File: config.mk
export PLATFORM = sky130hd
export DESIGN_NAME = pcd_decoder
export DESIGN_NICKNAME = d
export VERILOG_FILES = /design/src/hdl/pcd_pkg.sv /design/src/hdl/pcd_cfg_route.sv /design/src/hdl/pcd_decoder.sv
export SDC_FILE = /design/constraint.sdc
export NUM_CORES = 1
export LEC_CHECK = 0
export BUFFER_PORTS_ARGS = -buffer_cell sky130_fd_sc_hd__clkbuf_2
export CORE_ASPECT_RATIO = 0.6
export CORE_MARGIN = 4
export CORE_UTILIZATION = 52
export DETAILED_ROUTE_END_ITERATION = 8
export GPL_TIMING_DRIVEN = 0
export MAX_ROUTING_LAYER = met4
export PLACE_DENSITY_LB_ADDON = 0.25
export SYNTH_ARGS = -nofsm -noshare
export SYNTH_HDL_FRONTEND = slang
export SYNTH_SLANG_ARGS = --single-unit
File: constraint.sdc
create_clock -name clock -period 3.1 [get_ports clock]
set_clock_uncertainty 0.2 [all_clocks]
set_input_delay 0.62 -clock clock [delete_from_list [all_inputs] [get_ports clock]]
set_output_delay 0.62 -clock clock [all_outputs]
set_load 0.005 [all_outputs]
File: src/hdl/pcd_pkg.sv
// constants, types and state layout of the configuration mechanism decoder
package pcd_pkg;

	localparam int IO_ADDR_W = 16;
	localparam logic [IO_ADDR_W-1:0] ADDR_REG_IO = 16'h0CF8;
	localparam logic [IO_ADDR_W-1:0] DATA_WIN_IO = 16'h0CFC;

	localparam logic [31:0] AREG_RESET = 32'h0000_0000;
	localparam logic [31:0] AREG_WMASK = 32'h80FF_FFFC;
	localparam logic [31:0] IGNORED_RDATA = 32'hFFFF_FFFF;
	localparam logic [3:0] BE_DWORD = 4'hF;

	localparam int EN_BIT = 31;
	localparam int BUS_HI = 23;
	localparam int BUS_LO = 16;
	localparam int DEV_HI = 15;
	localparam int DEV_LO = 11;
	localparam int FN_HI = 10;
	localparam int FN_LO = 8;
	localparam int REG_HI = 7;
	localparam int REG_LO = 2;

	localparam logic [7:0] BUS_ZERO = 8'h00;
	localparam logic [4:0] DEV_HOST_BRIDGE = 5'h00;
	localparam logic [4:0] DEV_GRAPHICS = 5'h01;
	localparam logic [2:0] FN_ZERO = 3'h0;

	typedef enum logic [1:0] {
		ST_IDLE = 2'b00,
		ST_WAIT_INT = 2'b01,
		ST_WAIT_HUB = 2'b10
	} pcd_state_t;

	typedef enum logic [1:0] {
		ROUTE_INT0 = 2'b00,
		ROUTE_INT1 = 2'b01,
		ROUTE_DROP = 2'b10,
		ROUTE_HUB = 2'b11
	} pcd_route_t;

	typedef struct packed {
		pcd_state_t st;
		logic [31:0] areg;
		logic areg_rd;
		logic io_ack;
		logic [31:0] io_rdata;
		logic int_req;
		logic int_dev;
		logic [5:0] int_reg;
		logic [3:0] int_be;
		logic int_write;
		logic [31:0] int_wdata;
		logic hub_req;
		logic hub_cfg;
		logic hub_write;
		logic [31:0] hub_addr;
		logic [3:0] hub_be;
		logic [31:0] hub_wdata;
	} pcd_regs_t;

	localparam pcd_regs_t PCD_REGS_RESET = '{st: ST_IDLE, areg: AREG_RESET, default: '0};

endpackage : pcd_pkg

File: src/hdl/pcd_cfg_route.sv
// target decode of the configuration address register
module pcd_cfg_route (
	// address register contents
	input wire logic [31:0] areg,
	// decoded target
	output pcd_pkg::pcd_route_t route,
	output logic [31:0] cfg_addr
);
	import pcd_pkg::*;

	logic [7:0] bus;
	logic [4:0] dev;
	logic [2:0] fn;

	always_comb begin
		bus = areg[BUS_HI:BUS_LO];
		dev = areg[DEV_HI:DEV_LO];
		fn = areg[FN_HI:FN_LO];
		// bus number carried up, then device, function, register
		cfg_addr = {8'h00, bus, dev, fn, areg[REG_HI:REG_LO], 2'b00};
		if (bus == BUS_ZERO && (dev == DEV_HOST_BRIDGE || dev == DEV_GRAPHICS)) begin
			if (fn != FN_ZERO) begin
				route = ROUTE_DROP;
			end else if (dev == DEV_GRAPHICS) begin
				route = ROUTE_INT1;
			end else begin
				route = ROUTE_INT0;
			end
		end else begin
			route = ROUTE_HUB;
		end
	end

endmodule : pcd_cfg_route

File: src/hdl/pcd_decoder.sv
// configuration mechanism one decoder: address register, data window, steering
module pcd_decoder (
	// clock and reset
	input wire logic clock,
	input wire logic rstn,
	input wire logic ce,
	// host I/O request
	input wire logic io_req,
	input wire logic io_write,
	input wire logic [pcd_pkg::IO_ADDR_W-1:0] io_addr,
	input wire logic [3:0] io_be,
	input wire logic [31:0] io_wdata,
	// host I/O answer
	output logic io_ack,
	output logic [31:0] io_rdata,
	// internal configuration register sets
	output logic int_req,
	output logic int_dev,
	output logic [5:0] int_reg,
	output logic [3:0] int_be,
	output logic int_write,
	output logic [31:0] int_wdata,
	input wire logic int_ack,
	input wire logic [31:0] int_rdata,
	// hub interface
	output logic hub_req,
	output logic hub_cfg,
	output logic hub_write,
	output logic [31:0] hub_address_lines,
	output logic [3:0] hub_be,
	output logic [31:0] hub_wdata,
	input wire logic hub_ack,
	input wire logic [31:0] hub_rdata
);
	import pcd_pkg::*;

	pcd_regs_t s;
	pcd_regs_t n;
	pcd_route_t route;
	logic [31:0] cfg_addr;

	function automatic logic is_port(input logic [IO_ADDR_W-1:0] a,
		input logic [IO_ADDR_W-1:0] p);
		is_port = (a[IO_ADDR_W-1:2] == p[IO_ADDR_W-1:2]);
	endfunction : is_port

	pcd_cfg_route u_route (
		.areg(s.areg),
		.route(route),
		.cfg_addr(cfg_addr)
	);

	always_comb begin
		n = s;
		n.io_ack = 1'b0;
		case (s.st)
			ST_IDLE: begin
				if (io_req) begin
					n.areg_rd = 1'b0;
					if (is_port(io_addr, ADDR_REG_IO) && io_be == BE_DWORD) begin
						if (io_write) begin
							n.areg = io_wdata & AREG_WMASK;
						end else begin
							n.io_rdata = s.areg;
							n.areg_rd = 1'b1;
						end
						n.io_ack = 1'b1;
					end else if (is_port(io_addr, DATA_WIN_IO) && s.areg[EN_BIT]) begin
						case (route)
							ROUTE_INT0, ROUTE_INT1: begin
								n.int_req = 1'b1;
								n.int_dev = (route == ROUTE_INT1);
								n.int_reg = s.areg[REG_HI:REG_LO];
								n.int_be = io_be;
								n.int_write = io_write;
								n.int_wdata = io_wdata;
								n.st = ST_WAIT_INT;
							end
							ROUTE_DROP: begin
								n.io_rdata = IGNORED_RDATA;
								n.io_ack = 1'b1;
							end
							default: begin
								n.hub_req = 1'b1;
								n.hub_cfg = 1'b1;
								n.hub_addr = cfg_addr;
								n.hub_be = io_be;
								n.hub_write = io_write;
								n.hub_wdata = io_wdata;
								n.st = ST_WAIT_HUB;
							end
						endcase
					end else begin
						// plain I/O pass-through, also partial address-register hits
						n.hub_req = 1'b1;
						n.hub_cfg = 1'b0;
						n.hub_addr = {16'h0000, io_addr[IO_ADDR_W-1:2], 2'b00};
						n.hub_be = io_be;
						n.hub_write = io_write;
						n.hub_wdata = io_wdata;
						n.st = ST_WAIT_HUB;
					end
				end
			end
			ST_WAIT_INT: begin
				if (int_ack) begin
					n.int_req = 1'b0;
					n.io_rdata = int_rdata;
					n.io_ack = 1'b1;
					n.st = ST_IDLE;
				end
			end
			ST_WAIT_HUB: begin
				if (hub_ack) begin
					n.hub_req = 1'b0;
					n.io_rdata = hub_rdata;
					n.io_ack = 1'b1;
					n.st = ST_IDLE;
				end
			end
			default: begin
				n = PCD_REGS_RESET;
			end
		endcase
	end

	always_ff @(posedge clock or negedge rstn) begin
		if (!rstn) begin
			s <= PCD_REGS_RESET;
		end else if (ce) begin
			s <= n;
		end
	end

	assign io_ack = s.io_ack;
	assign io_rdata = s.io_rdata;
	assign int_req = s.int_req;
	assign int_dev = s.int_dev;
	assign int_reg = s.int_reg;
	assign int_be = s.int_be;
	assign int_write = s.int_write;
	assign int_wdata = s.int_wdata;
	assign hub_req = s.hub_req;
	assign hub_cfg = s.hub_cfg;
	assign hub_write = s.hub_write;
	assign hub_address_lines = s.hub_addr;
	assign hub_be = s.hub_be;
	assign hub_wdata = s.hub_wdata;

	// checks on the design's own outputs
	logic idle_req;
	assign idle_req = ce && s.st == ST_IDLE && io_req;

	property p_dword_write;
		@(posedge clock) disable iff (!rstn)
		(idle_req && io_write && is_port(io_addr, ADDR_REG_IO) && io_be == BE_DWORD)
		|=> (s.areg == ($past(io_wdata) & AREG_WMASK)) && s.io_ack && !s.hub_req;
	endproperty
	a_dword_write: assert property (p_dword_write)
		else $error("dword write did not load address register");

	property p_partial_passes;
		@(posedge clock) disable iff (!rstn)
		(idle_req && is_port(io_addr, ADDR_REG_IO) && io_be != BE_DWORD)
		|=> s.hub_req && !s.hub_cfg && $stable(s.areg) && !s.io_ack;
	endproperty
	a_partial_passes: assert property (p_partial_passes)
		else $error("partial address access not passed to hub");

	property p_disabled_window;
		@(posedge clock) disable iff (!rstn)
		(idle_req && is_port(io_addr, DATA_WIN_IO) && !s.areg[EN_BIT])
		|=> s.hub_req && !s.hub_cfg && !s.int_req;
	endproperty
	a_disabled_window: assert property (p_disabled_window)
		else $error("disabled window access not sent as I/O");

	property p_read_zero_bits;
		@(posedge clock) disable iff (!rstn)
		(s.io_ack && s.areg_rd) |-> s.io_rdata[30:24] == 7'h00 && s.io_rdata[1:0] == 2'b00;
	endproperty
	a_read_zero_bits: assert property (p_read_zero_bits)
		else $error("reserved address bits read non-zero");

	property p_internal_target;
		@(posedge clock) disable iff (!rstn)
		s.int_req |-> s.areg[BUS_HI:BUS_LO] == BUS_ZERO
			&& s.areg[DEV_HI:DEV_LO] == {4'h0, s.int_dev}
			&& s.areg[FN_HI:FN_LO] == FN_ZERO && s.int_reg == s.areg[REG_HI:REG_LO];
	endproperty
	a_internal_target: assert property (p_internal_target)
		else $error("internal request with wrong target");

	property p_hub_cfg_target;
		@(posedge clock) disable iff (!rstn)
		(s.hub_req && s.hub_cfg) |-> s.areg[EN_BIT]
			&& (s.areg[BUS_HI:BUS_LO] != BUS_ZERO || s.areg[DEV_HI:DEV_LO] > DEV_GRAPHICS);
	endproperty
	a_hub_cfg_target: assert property (p_hub_cfg_target)
		else $error("hub configuration cycle for internal target");

	property p_hub_lines;
		@(posedge clock) disable iff (!rstn)
		(s.hub_req && s.hub_cfg) |-> s.hub_addr[15:11] == s.areg[DEV_HI:DEV_LO]
			&& s.hub_addr[10:8] == s.areg[FN_HI:FN_LO]
			&& s.hub_addr[7:2] == s.areg[REG_HI:REG_LO];
	endproperty
	a_hub_lines: assert property (p_hub_lines)
		else $error("hub address lines do not match address register");

	property p_dropped;
		@(posedge clock) disable iff (!rstn)
		(idle_req && is_port(io_addr, DATA_WIN_IO) && s.areg[EN_BIT] && route == ROUTE_DROP)
		|=> s.io_ack && s.io_rdata == IGNORED_RDATA && !s.int_req && !s.hub_req;
	endproperty
	a_dropped: assert property (p_dropped)
		else $error("non-zero function to internal device not ignored");

	property p_window_cfg;
		@(posedge clock) disable iff (!rstn)
		(idle_req && is_port(io_addr, DATA_WIN_IO) && s.areg[EN_BIT] && route != ROUTE_DROP)
		|=> (s.int_req || (s.hub_req && s.hub_cfg)) && s.int_write == $past(io_write)
			|| (s.hub_req && s.hub_cfg && s.hub_write == $past(io_write));
	endproperty
	a_window_cfg: assert property (p_window_cfg)
		else $error("enabled window access not turned into configuration cycle");

	property p_int_done;
		@(posedge clock) disable iff (!rstn)
		(ce && s.st == ST_WAIT_INT && int_ack) |=> s.io_ack && !s.int_req
			&& s.io_rdata == $past(int_rdata) && s.st == ST_IDLE;
	endproperty
	a_int_done: assert property (p_int_done)
		else $error("internal answer not returned to host");

	property p_reset_clear;
		@(posedge clock)
		!rstn |-> s.areg == AREG_RESET && !s.io_ack && !s.int_req && !s.hub_req;
	endproperty
	a_reset_clear: assert property (p_reset_clear)
		else $error("state not cleared during reset");

	property p_io_forward;
		@(posedge clock) disable iff (!rstn)
		(idle_req && !(is_port(io_addr, ADDR_REG_IO) && io_be == BE_DWORD)
			&& !(is_port(io_addr, DATA_WIN_IO) && s.areg[EN_BIT]))
		|=> s.hub_req && !s.hub_cfg && s.hub_be == $past(io_be)
			&& s.hub_addr[IO_ADDR_W-1:2] == $past(io_addr[IO_ADDR_W-1:2]);
	endproperty
	a_io_forward: assert property (p_io_forward)
		else $error("plain I/O access forwarded wrongly");

	property p_hub_bus;
		@(posedge clock) disable iff (!rstn)
		(s.hub_req && s.hub_cfg) |-> s.hub_addr[BUS_HI:BUS_LO] == s.areg[BUS_HI:BUS_LO]
			&& s.hub_addr[31:24] == 8'h00 && s.hub_addr[1:0] == 2'b00;
	endproperty
	a_hub_bus: assert property (p_hub_bus)
		else $error("hub configuration cycle carries wrong bus number");

	property p_hub_done;
		@(posedge clock) disable iff (!rstn)
		(ce && s.st == ST_WAIT_HUB && hub_ack) |=> s.io_ack && !s.hub_req
			&& s.io_rdata == $past(hub_rdata) && s.st == ST_IDLE;
	endproperty
	a_hub_done: assert property (p_hub_done)
		else $error("hub answer not returned to host");

	property p_enable_gate;
		@(posedge clock) disable iff (!rstn)
		!s.areg[EN_BIT] |-> !s.int_req && !(s.hub_req && s.hub_cfg);
	endproperty
	a_enable_gate: assert property (p_enable_gate)
		else $error("configuration cycle while access disabled");

	property p_window_data;
		@(posedge clock) disable iff (!rstn)
		(idle_req && is_port(io_addr, DATA_WIN_IO) && s.areg[EN_BIT] && route != ROUTE_DROP)
		|=> (s.int_req && s.int_wdata == $past(io_wdata) && s.int_be == $past(io_be))
			|| (s.hub_req && s.hub_wdata == $past(io_wdata) && s.hub_be == $past(io_be));
	endproperty
	a_window_data: assert property (p_window_data)
		else $error("window data or byte enables not carried to target");

	property p_internal_confined;
		@(posedge clock) disable iff (!rstn)
		s.int_req |-> !s.hub_req;
	endproperty
	a_internal_confined: assert property (p_internal_confined)
		else $error("internal access also sent over the hub");

endmodule : pcd_decoder

# Word level (Yosys, flattened, before mapping)
# Cells that the tools add are included.
# word_totals
ff_bits	183
in_bits	123
output_inout_bits	149
word_cells	89
# op_classes
n_eq_ne	21
n_mux	30
bitwise	3
n_reduce_logical	19
# ops
operator	count
184-bit two-way mux	1
71-bit two-way mux	2
70-bit case mux with 2 select lines	1
33-bit two-way mux	4
116-bit two-way mux	1
33-bit case mux with 3 select lines	1
44-bit case mux with 2 select lines	1
78-bit two-way mux	1
33-bit case mux with 2 select lines	1
32-bit two-way mux	2
45-bit two-way mux	1
34-bit two-way mux	1
14-bit by 10-bit equality test with 1-bit output (second input constant)	2
6-bit AND reduction	3
2-bit inequality test (second input constant)	7
7-bit AND reduction	2
2-bit two-way mux	6
3-bit inequality test (second input constant)	4
5-bit AND reduction	2
8-bit logical NOT	1
1-bit case mux with 3 select lines	2
2-bit case mux with 3 select lines	1
5-bit by 1-bit equality test with 1-bit output (second input constant)	1
5-bit logical NOT	1
other kinds (14)	24

# Depth between registers and ports, before layout
# Gate-level depths: netlist of the first run.
# logic_depth
depth_word	11
mapped_depth	10
depth_no_buf	7

# Modules after synthesis
# Synthesis of the first run repeated with hierarchy kept, for this count alone.
# unflattened
cells_unflattened	1036
area_unflattened_um2	9332.7
# modules_own_cells
mod	instances	cells_each	area_each_um2	seq_area_each_um2
pcd_decoder	1	995	9044.9	4354.2
pcd_cfg_route	1	41	287.8	0.0

# Worst setup path before layout of the first run
# OpenSTA, ideal clock, no wires.
# synth_timing
path_kind	input to register
startpoint	input port io_addr[9] (netlist bit)
endpoint	register s, in the netlist io_rdata[0]
t_arrival_ps	2135
setup_slack_ps	640
cell_stages	6
n_path_buf	1
path_cell_list	and4bb_2 > nand4_2 > o32ai_1 > o211a_2 > buf_4 > mux2_2
# synth_between
elab_chain_len	5
word_cells_on_any_way	11
cone_classes	eq/ne (5); mux (3); reduce/logical (3)
# synth_lines
element	line_no	text
start: declaration	pcd_decoder.sv:10	input wire logic [pcd_pkg::IO_ADDR_W-1:0] io_addr,
14-bit by 10-bit equality test with 1-bit output	pcd_decoder.sv:44	is_port = (a[IO_ADDR_W-1:2] == p[IO_ADDR_W-1:2]);
1-bit logical AND	pcd_decoder.sv:60	if (is_port(io_addr, ADDR_REG_IO) && io_be == BE_DWORD) begin
33-bit two-way mux	pcd_decoder.sv:60	
184-bit two-way mux	pcd_decoder.sv:58	if (io_req) begin
33-bit case mux with 3 select lines	pcd_decoder.sv:56	case (s.st)
end signal: assignment	pcd_decoder.sv:131	s <= n;
end: declaration	pcd_decoder.sv:37	pcd_regs_t s;
# Parallel ways exist; a longest one is shown, timed or not. The select of a mux whose other input is x is not followed.
# A chain may end at the register's enable or synchronous reset.

# Worst setup path after layout of the first run
# layout_timing
startpoint	register s[182] (netlist bit)
endpoint	register s, in the netlist hub_address_lines[4]
# layout_between
elab_chain_len	4
word_cells_on_any_way	10
cone_classes	eq/ne (5); mux (1); bitwise (1); reduce/logical (3)
# layout_lines
element	line_no
2-bit equality test / 2-bit by 1-bit equality test with 1-bit output (equally long branches)	pcd_decoder.sv:56
2-bit OR reduction (no line)	-
1-bit inverter (no line)	-
5-bit AND reduction (no line)	-
# Parallel ways exist; a longest one is shown, timed or not.

==> flow_metrics.tcl, run 1 <==
set metrics [dict create \
    run_status "complete, no violations" \
    numCtsBuffers 17 \
    fin_util_pct 67.8 \
    track_usage_pct 26.9 \
    overall_die_width_microns 178 \
    timing.max_slew.rel_slack_pct 54.6 \
    fillerInstances 1398 \
    synth_seq_area_share_pct 45.8 \
    category_of_the_most_critical_setup_path "reg -> reg" \
    p_total_w 0.00819 \
    ys_async_sr_fraction_pct 100 \
    synth_enable_flop_cells 0 \
    timing_worst_slew_pin_value_ns 0.675 \
    post_synth.cell_area_avg_sq_um 10.2 \
    place.port_buffers 259 \
    cts_tree "yes" \
    arrival_ns 3.01 \
    worst_skew_pair.late_latency_ns 0.42 \
    primary_ff_master_synth "sky130_fd_sc_hd__dfrtp_1" \
    report.final.hold_viol_count 0 \
    end_kind "register" \
    layout.cell_area.non_filler_sq_um 11200 \
    drc 0 \
    worst-path-max-fanout 10 \
    fp.dieH_microns 110 \
    grt_setup_unrepaired "false" \
    timing.fmax_mhz 344 \
    fin_crit_sh_pct 93.7 \
    cts.htree.levels 4 \
    grt_antenna_before_repair 0 \
    ant_nets 0 \
    floorplan.io_pins 272 \
    tns_ns 0 \
    vias 7517 \
    vias_per_cell 5.32 \
    vias_in_the_first_global_route 7074 \
    globalplace.congestion 0.898 \
    setup_violations 0 \
    layout_stage_area_growth_over_the_synthesis_result_pct 25.3 \
    wire_length_of_the_first_global_routing_pass_mm 39.1 \
    design.final.nets 1299 \
    postRouteWirelength_mm 26.0 \
    power.leakage_nw 6.01 \
    antenna_cells 0 \
    setup.worst_path.start_class "register" \
    fp.coreArea_sq_um 16600 \
    ys_warn_count 0 \
    p_per_area_nw_per_um2 729 \
    gr-total-overflow 0 \
    synthCells 883 \
    maxCapViolCount 0 \
    slew_violations 0 \
    dp_hpwl_mm 20.0 \
    clk_path_buf_depth 2 \
    cts_num_sinks 164 \
    post_synth_instance_area_sq_um 8970 \
    mean_routed_wirelength_per_cell_microns 18.4 \
    initial_utilization_pct 54.1 \
    cp.required_ns 3.20 \
    fp.dieArea_sq_um 19500 \
    numPlacedInstances 1380 \
    fin_crit_ns 2.91 \
    max-vdd-ir-drop_uv 406 \
    hp-class "in -> reg" \
    finalNonFillerCells 1413 \
    placedInstanceArea_sq_um 10600 \
    grt_max_degree 107 \
    clockRootBuffer "sky130_fd_sc_hd__clkbuf_16" \
    num_rows 36 \
    first_iter_violations 583 \
    path_clk_slew_ns 0.06 \
    drive_above_1_share_pct 44.0 \
    synth_cell_types 52 \
    postSynthRegisterBits 164 \
    detailedRoute.firstPassIterationCount 5 \
]
-- report_power, final --
group,leakage (nW),total [W],switching [W],internal (W)
Combinational,3.48,0.00312,0.00146,0.00166
Clock,0.280,0.00214,0.000915,0.00123
Sequential,2.24,0.00293,0.000275,0.00266
-- placed cells by master (no fill, tap or decap), types with 3 or more instances in the layout --
master / Yosys / final
sky130_fd_sc_hd__a211o_1: 22 / 22
sky130_fd_sc_hd__a21oi_1: 16 / 16
sky130_fd_sc_hd__a22oi_1: 32 / 32
sky130_fd_sc_hd__and2_1: 3 / 3
sky130_fd_sc_hd__and3_1: 9 / 9
sky130_fd_sc_hd__and4bb_2: 3 / 3
sky130_fd_sc_hd__buf_2: 12 / 11
sky130_fd_sc_hd__buf_4: 146 / 146
sky130_fd_sc_hd__clkbuf_1: 33 / 33
sky130_fd_sc_hd__clkbuf_16: 0 / 17
sky130_fd_sc_hd__clkbuf_2: 2 / 262
sky130_fd_sc_hd__clkinv_4: 0 / 3
sky130_fd_sc_hd__clkinvlp_4: 0 / 3
sky130_fd_sc_hd__conb_1: 1 / 10
sky130_fd_sc_hd__dfrtp_1: 164 / 164
sky130_fd_sc_hd__dlygate4sd1_1: 6 / 6
sky130_fd_sc_hd__ha_1: 4 / 3
sky130_fd_sc_hd__inv_1: 44 / 44
sky130_fd_sc_hd__inv_6: 0 / 3
sky130_fd_sc_hd__mux2_1: 5 / 5
sky130_fd_sc_hd__mux2_2: 49 / 49
sky130_fd_sc_hd__mux2i_1: 46 / 46
sky130_fd_sc_hd__nand2_1: 63 / 63
sky130_fd_sc_hd__nand4_1: 4 / 4
sky130_fd_sc_hd__nor2_1: 38 / 38
sky130_fd_sc_hd__nor3_1: 4 / 4
sky130_fd_sc_hd__nor4_2: 3 / 3
sky130_fd_sc_hd__o21ai_0: 88 / 88
sky130_fd_sc_hd__o31ai_1: 49 / 49
sky130_fd_sc_hd__or3_1: 4 / 4
-- cell families after synthesis --
kind of cell	Yosys count	share of synthesized area, %
AO/OA/AOI/OAI	221	16.1
adder cells (fa/ha/maj)	4	0.558
buffers and inverters	248	17.5
flip-flops	164	45.8
multiplexers	100	11.9
other	1	0.0418
AND/OR/NAND/NOR	145	8.13
-- worst paths after layout --
kind,from,cells past startpoint,slack [ns],end
worst max-delay path,s[182],10,0.19,hub_address_lines[4]
worst min-delay path,ce,2,0.23,io_ack
worst max register to register,s[182],10,0.19,hub_address_lines[4]
worst min register to register,io_rdata[3],1,0.29,io_rdata[3]
max in group asynchronous,rstn,3,1.26,hub_address_lines[10]
min in group asynchronous,rstn,2,0.52,hub_wdata[20]
-- stage by stage --
step	setup slack [ns]	hold slack, ns
floorplan	0.640	0.124
global route	0.0381	0.244
global placement	-1.77	0.271
finish	0.195	0.231
CTS	0.0131	0.219
detailed placement	0.0313	0.277
-- what timing repair did --
item / 4_1_cts / 5_1_grt
endpoints found under the setup margin: 0 / 62
setup buffers: 0 / 0
hold endpoints to repair: 29 / 0
resized for setup: 0 / 7
hold buffers: 1 / 0
-- Yosys cell counts (3+ instances only) --
cell	count	area, sq um
sky130_fd_sc_hd__a22oi_1	32	240
sky130_fd_sc_hd__nor2_1	38	143
sky130_fd_sc_hd__a21oi_1	16	80.1
sky130_fd_sc_hd__o31ai_1	49	368
sky130_fd_sc_hd__and3_1	9	56.3
sky130_fd_sc_hd__inv_1	44	165
sky130_fd_sc_hd__and4bb_2	3	37.5
sky130_fd_sc_hd__ha_1	4	50.1
sky130_fd_sc_hd__o21ai_0	88	440
sky130_fd_sc_hd__nor3_1	4	20.0
sky130_fd_sc_hd__buf_2	12	60.1
sky130_fd_sc_hd__nand4_1	4	25.0
sky130_fd_sc_hd__nor4_2	3	37.5
sky130_fd_sc_hd__and2_1	3	18.8
sky130_fd_sc_hd__buf_4	146	1100
sky130_fd_sc_hd__mux2_1	5	56.3
sky130_fd_sc_hd__clkbuf_1	33	124
sky130_fd_sc_hd__nand2_1	63	236
sky130_fd_sc_hd__a211o_1	22	193
sky130_fd_sc_hd__dlygate4sd1_1	6	52.6
sky130_fd_sc_hd__mux2_2	49	552
sky130_fd_sc_hd__dfrtp_1	164	4100
sky130_fd_sc_hd__or3_1	4	25.0
sky130_fd_sc_hd__mux2i_1	46	460
-- layout make-up --
type / count / area [sq um] / area share [%]
clock buffers: 20 / 447 / 3.97
multi-input cells: 480 / 3340 / 29.7
inverters: 44 / 165 / 1.47
clock inverters: 12 / 146 / 1.30
flip-flops and latches: 164 / 4100 / 36.5
repair buffers: 261 / 1340 / 11.9
plain buffers: 204 / 1410 / 12.6
well taps: 228 / 285 / 2.54
-- routing by layer --
metal / GRT usage, % / share of wire, %
met5: - / 0
met4: 4.96 / 0.82
met3: 4.54 / 7.0
met2: 38.8 / 44
met1: 40.4 / 49
-- critical path, cell delays in order (launching register included) --
cell and delay [ns]:
sky130_fd_sc_hd__dfrtp_1 0.38, sky130_fd_sc_hd__inv_1 0.10, sky130_fd_sc_hd__ha_2 0.27, sky130_fd_sc_hd__inv_1 0.13, sky130_fd_sc_hd__o21ai_1 0.13, sky130_fd_sc_hd__or2_1 0.23, sky130_fd_sc_hd__clkbuf_1 0.15, sky130_fd_sc_hd__buf_2 0.22
sky130_fd_sc_hd__a21oi_4 0.27, sky130_fd_sc_hd__buf_2 0.33, sky130_fd_sc_hd__mux2_2 0.38
(Power assumes the default switching activity.)
==> inputs of run 2 (changes only) <==
- CORE_ASPECT_RATIO: 0.6 -> 1.75
==> flow_metrics.tcl, run 2 (synthesized netlist as in run 1, its figures left out) <==
set metrics [dict create \
    run_status "complete, no violations" \
    path_clk_slew_ns 0.06 \
    setup_violations 0 \
    fin_crit_sh_pct 92.7 \
    initial_utilization_pct 52.9 \
    overall_die_width_microns 107 \
    detailedRoute.firstPassIterationCount 5 \
    num_rows 63 \
    power_switching_w 0.00263 \
    cts_num_sinks 164 \
    cts_hold_buf 0 \
    drive_above_1_share_pct 44.0 \
    grt_antenna_before_repair 0 \
    timing.max_slew.rel_slack_pct 55.8 \
    fin_util_pct 66.2 \
    numCtsBuffers 17 \
    final_setup_slack_of_the_worst_path_ns 0.226 \
    postRouteWirelength_mm 25.9 \
    maxCapViolCount 0 \
    cts_tree "yes" \
    max-vdd-ir-drop_uv 379 \
    cp.required_ns 3.21 \
    capture_point_of_the_worst_reg_to_reg_path "hub_address_lines[6]" \
    cts.htree.levels 4 \
    dp_hpwl_mm 19.7 \
    sequentialPowerShare_pct 36.0 \
    rr_worst_depth 10 \
    placement.setup.worst_slack_ns 0.00889 \
    mean_routed_wirelength_per_cell_microns 18.4 \
    seq_area_sq_um 4100 \
    reg2reg_from "s[182]" \
    worst_skew_pair.late_latency_ns 0.43 \
    ant_nets 0 \
    slew_violations 0 \
    cellInternalPower_w 0.00553 \
    numPlacedInstances 1379 \
    fillerInstances 1401 \
    grt_setup_unrepaired "false" \
    mostFrequentLayoutCells "sky130_fd_sc_hd__clkbuf_2 (261), sky130_fd_sc_hd__dfrtp_1 (164), sky130_fd_sc_hd__buf_4 (146)" \
    fp.dieArea_sq_um 19500 \
    globalplace.congestion 0.908 \
    fp.dieH_microns 182 \
    drc 0 \
    clockRootBuffer "sky130_fd_sc_hd__clkbuf_16" \
    place.port_buffers 259 \
    clk_path_buf_depth 2 \
    arrival_ns 2.99 \
    hp-class "in -> async" \
    gr-total-overflow 0 \
    swShare_pct 32.2 \
    power.leakage_nw 6.00 \
    vias 7388 \
    first_iter_violations 303 \
    layout.cells.most_common "sky130_fd_sc_hd__clkbuf_2" \
    design.final.nets 1298 \
    floorplan.io_pins 272 \
    layout_stage_area_growth_over_the_synthesis_result_pct 25.1 \
    setup.worst_path.start_class "register" \
    crit_path_cell_trace "inv_1 -> ha_2 -> inv_1 -> o21ai_1 -> or2_1 -> clkbuf_1 -> buf_2 -> a21oi_4 -> buf_2 -> mux2_2" \
    wire_length_of_the_first_global_routing_pass_mm 39.5 \
    p_per_area_nw_per_um2 727 \
    fp.coreArea_sq_um 16900 \
    vias_in_the_first_global_route 7311 \
    slowest_stage_delay_on_critical_path_ns 0.38 \
    finalNonFillerCells 1410 \
    track_usage_pct 27.2 \
    cpMaxStageDelayCell "sky130_fd_sc_hd__dfrtp_1" \
    fin_crit_ns 2.87 \
    grt_max_degree 85 \
    power_frac_clock_pct 26.2 \
    multi_input_area_sq_um 3340 \
    pwr-share-comb_pct 37.8 \
    timing.reg2reg.setup_slack_ns 0.23 \
    worst-path-max-fanout 10 \
    vias_per_cell 5.24 \
    category_of_the_most_critical_setup_path "reg -> reg" \
    timing.fmax_mhz 348 \
    antenna_cells 0 \
    timing_worst_slew_pin_value_ns 0.664 \
    report.final.hold_viol_count 0 \
    end_kind "register" \
    timing.hold.ws_ns 0.0384 \
]
run 2: per-layer routing:
layer  track usage, %  part of all wire, %  up-vias
li1                 -                    -     3498
met2             47.9                   55      240
met4             9.73                  2.5        0
met3             3.98                  5.1       48
met5                -                    0        -
met1             31.0                   38     3602
run 2: stage by stage:
| stage | power, W | TNS (ns) | cell area, sq um |
|---|---|---|---|
| 2_1_floorplan | 0.00490 | 0 | 9000 |
| 3_3_place_gp | 0.00600 | -289.72 | 10600 |
| 3_5_place_dp | 0.00607 | 0 | 10600 |
| 4_1_cts | 0.00820 | 0 | 11200 |
| 5_1_grt | 0.00861 | 0 | 11200 |
| 6_report | 0.00816 | 0 | 11200 |
run 2: worst max path at each step:
stage               startpoint  slack (ns)                    to
finish                  s[182]        0.23  hub_address_lines[6]
global placement          rstn       -1.78          io_rdata[30]
floorplan           io_addr[9]        0.64           io_rdata[0]
detailed placement      io_req       0.009          io_rdata[16]
global route            s[183]        0.05  hub_address_lines[6]
CTS                     s[182]        0.07          hub_wdata[1]
run 2: critical path: cells and delay by family (launching register included):
family	cells	cell delay, ns
muxes	1	0.37
AOI/OAI and AO/OA	2	0.41
adders and majority gates	1	0.25
and+or+nand+nor	1	0.24
DFF	1	0.38
buffers and inverters	5	0.90
run 2: cell type report:
class,instances,share of cell area (%)
buffer,204,12.6
inverter,44,1.47
tap,227,2.53
clock buffer,18,3.91
multi-input combinational,480,29.7
timing repair buffer,260,11.9
sequential,164,36.6
clock inverter,13,1.35
run 2: timing repair:
action | in CTS | in global routing
endpoints found under the setup margin | 0 | 30
resized for setup | 0 | 5
setup buffers | 0 | 0
endpoints found under the hold margin | 0 | 0
run 2: power groups by stage:
stage | Combinational (W) | Sequential [W] | Clock [W]
floorplan | 0.00201 | 0.00289 | 0
global placement | 0.00304 | 0.00296 | 0
detailed placement | 0.00310 | 0.00297 | 0
CTS | 0.00311 | 0.00294 | 0.00215
global route | 0.00336 | 0.00300 | 0.00224
finish | 0.00309 | 0.00294 | 0.00214
==> inputs of run 3 (changes only) <==
- ABC_CLOCK_PERIOD_IN_PS: not set -> 3100
- CORE_UTILIZATION: 52 -> 53
- MAX_ROUTING_LAYER: met4 -> not set
- SYNTH_HIERARCHICAL: not set -> 1
==> flow_metrics.tcl, run 3 <==
set metrics [dict create \
    run_status "complete, no violations" \
    setup.worst_path.start_class "register" \
    vias_per_cell 5.27 \
    wire_length_of_the_first_global_routing_pass_mm 42.8 \
    worstPathBufferInverterCount 2 \
    worst_skew_pair.late_latency_ns 0.43 \
    post_synth.cell_area_avg_sq_um 9.01 \
    vias_in_the_first_global_route 8299 \
    p_total_w 0.00901 \
    antenna_cells 0 \
    clk_path_buf_depth 2 \
    p_per_area_nw_per_um2 772 \
    overall_die_width_microns 108 \
    grt_setup_unrepaired "false" \
    cts_hold_buf 0 \
    end_kind "register" \
    design.final.nets 1462 \
    reg2reg_from "s[167]" \
    worst-path-max-fanout 10 \
    fin_crit_sh_pct 96.9 \
    clockRootBuffer "sky130_fd_sc_hd__clkbuf_16" \
    report.final.hold_viol_count 0 \
    place.port_buffers 269 \
    first_iter_violations 399 \
    cts_tree "yes" \
    path_clk_slew_ns 0.08 \
    layout.cells.most_common "sky130_fd_sc_hd__clkbuf_2" \
    power_frac_clock_pct 24.1 \
    power.leakage_nw 6.06 \
    gr-total-overflow 0 \
    mostFrequentLayoutCells "sky130_fd_sc_hd__clkbuf_2 (273), sky130_fd_sc_hd__buf_4 (178), sky130_fd_sc_hd__dfrtp_1 (173)" \
    fp.coreArea_sq_um 17100 \
    dp_hpwl_mm 21.8 \
    layout.cell_area.non_filler_sq_um 11700 \
    slew_violations 0 \
    floorplan.io_pins 272 \
    timing.max_slew.rel_slack_pct 38.6 \
    fin_util_pct 68.2 \
    arrival_ns 3.12 \
    setup_violations 0 \
    hp-class "in -> async" \
    placement.setup.worst_slack_ns 0.0411 \
    ys_warn_count 6 \
    fin_crit_ns 3.00 \
    timing_worst_slew_pin_value_ns 0.921 \
    cellInternalPower_w 0.00582 \
    postRouteWirelength_mm 28.1 \
    critical_path.top_delay_family "simple AND/OR/NAND/NOR gates" \
    slowest_stage_delay_on_critical_path_ns 0.54 \
    fp.dieArea_sq_um 19900 \
    layout_stage_area_growth_over_the_synthesis_result_pct 25.0 \
    cp.required_ns 3.22 \
    track_usage_pct 28.1 \
    swShare_pct 35.3 \
    synthCells 1035 \
    fillerInstances 1445 \
    num_rows 63 \
    timing.reg2reg.setup_slack_ns 0.1 \
    initial_utilization_pct 54.5 \
    ant_nets 0 \
    drive_above_1_share_pct 40.0 \
    numPlacedInstances 1541 \
    globalplace.congestion 0.953 \
    category_of_the_most_critical_setup_path "reg -> reg" \
    timing.fmax_mhz 333 \
    grt_max_degree 111 \
    critical-path-top-cell-by-count "sky130_fd_sc_hd__buf_6" \
    drc 0 \
    cpMaxStageDelayCell "sky130_fd_sc_hd__or4_1" \
    sequentialPowerShare_pct 37.3 \
    max-vdd-ir-drop_uv 459 \
    post_synth_instance_area_sq_um 9330 \
    vias 8303 \
    numCtsBuffers 17 \
    pwr-share-comb_pct 38.6 \
    final_setup_slack_of_the_worst_path_ns 0.0953 \
    capture_point_of_the_worst_reg_to_reg_path "hub_cfg" \
    maxCapViolCount 0 \
    finalNonFillerCells 1575 \
    cts.htree.levels 4 \
    detailedRoute.firstPassIterationCount 5 \
    rr_worst_depth 9 \
    mean_routed_wirelength_per_cell_microns 17.8 \
    fp.dieH_microns 184 \
    crit_path_cell_trace "or4_1 -> nor2_1 -> nand3_2 -> nand2_1 -> a32oi_1 -> o31ai_4 -> buf_6 -> buf_6 -> mux2_2" \
    cts_num_sinks 174 \
    power_switching_w 0.00318 \
    grt_antenna_before_repair 0 \
    placedInstanceArea_sq_um 11000 \
]
-- run 3: power groups by stage --
stage               Combinational [W]  Clock, W  Sequential [W]
finish                        0.00348   0.00217         0.00336
global route                  0.00383   0.00229         0.00343
CTS                           0.00345   0.00219         0.00335
detailed placement            0.00343         0         0.00339
global placement              0.00338         0         0.00336
floorplan                     0.00220         0         0.00323
-- run 3: per-layer routing --
| layer | global-route usage, % | wire length (microns) | share of wire [%] | vias to the layer above |
|---|---|---|---|---|
| li1 | - | - | - | 3967 |
| met1 | 31.0 | 10100 | 36 | 3889 |
| met2 | 50.6 | 14800 | 53 | 347 |
| met3 | 4.25 | 1670 | 5.9 | 100 |
| met4 | 15.9 | 1480 | 5.3 | 0 |
| met5 | 0 | 0 | 0 | - |
-- run 3: worst max path at each step --
stage | from | slack [ns] | endpoint | depth (start not counted)
after global routing | s[167] | 0.02 | hub_cfg | 9
after detailed placement | s[173] | 0.04 | hub_cfg | 9
after global placement | rstn | -1.95 | int_wdata[14] | 1
after floorplan | s[167] | 0.49 | hub_cfg | 9
after CTS | s[173] | 0.03 | hub_cfg | 9
final | s[167] | 0.1 | hub_cfg | 9
-- run 3: cell type report --
type	instances	area [sq um]	area share, %
clock buffers	17	425	3.65
clock inverters	15	166	1.43
repair buffers	272	1400	12.0
well taps	227	284	2.43
multi-input cells	544	3060	26.3
plain buffers	253	1700	14.6
flip-flops and latches	174	4360	37.3
inverters	73	274	2.35
-- run 3: through the flow --
stage               TNS (ns)  hold slack (ns)
detailed placement         0            0.267
global placement     -336.64            0.261
CTS                        0            0.136
floorplan                  0            0.124
global route               0            0.135
finish                     0           0.0495
-- run 3: timing repair --
action | CTS | global route
endpoints found under the setup margin | 0 | 105
setup buffers | 0 | 1
gates resized for setup | 0 | 10
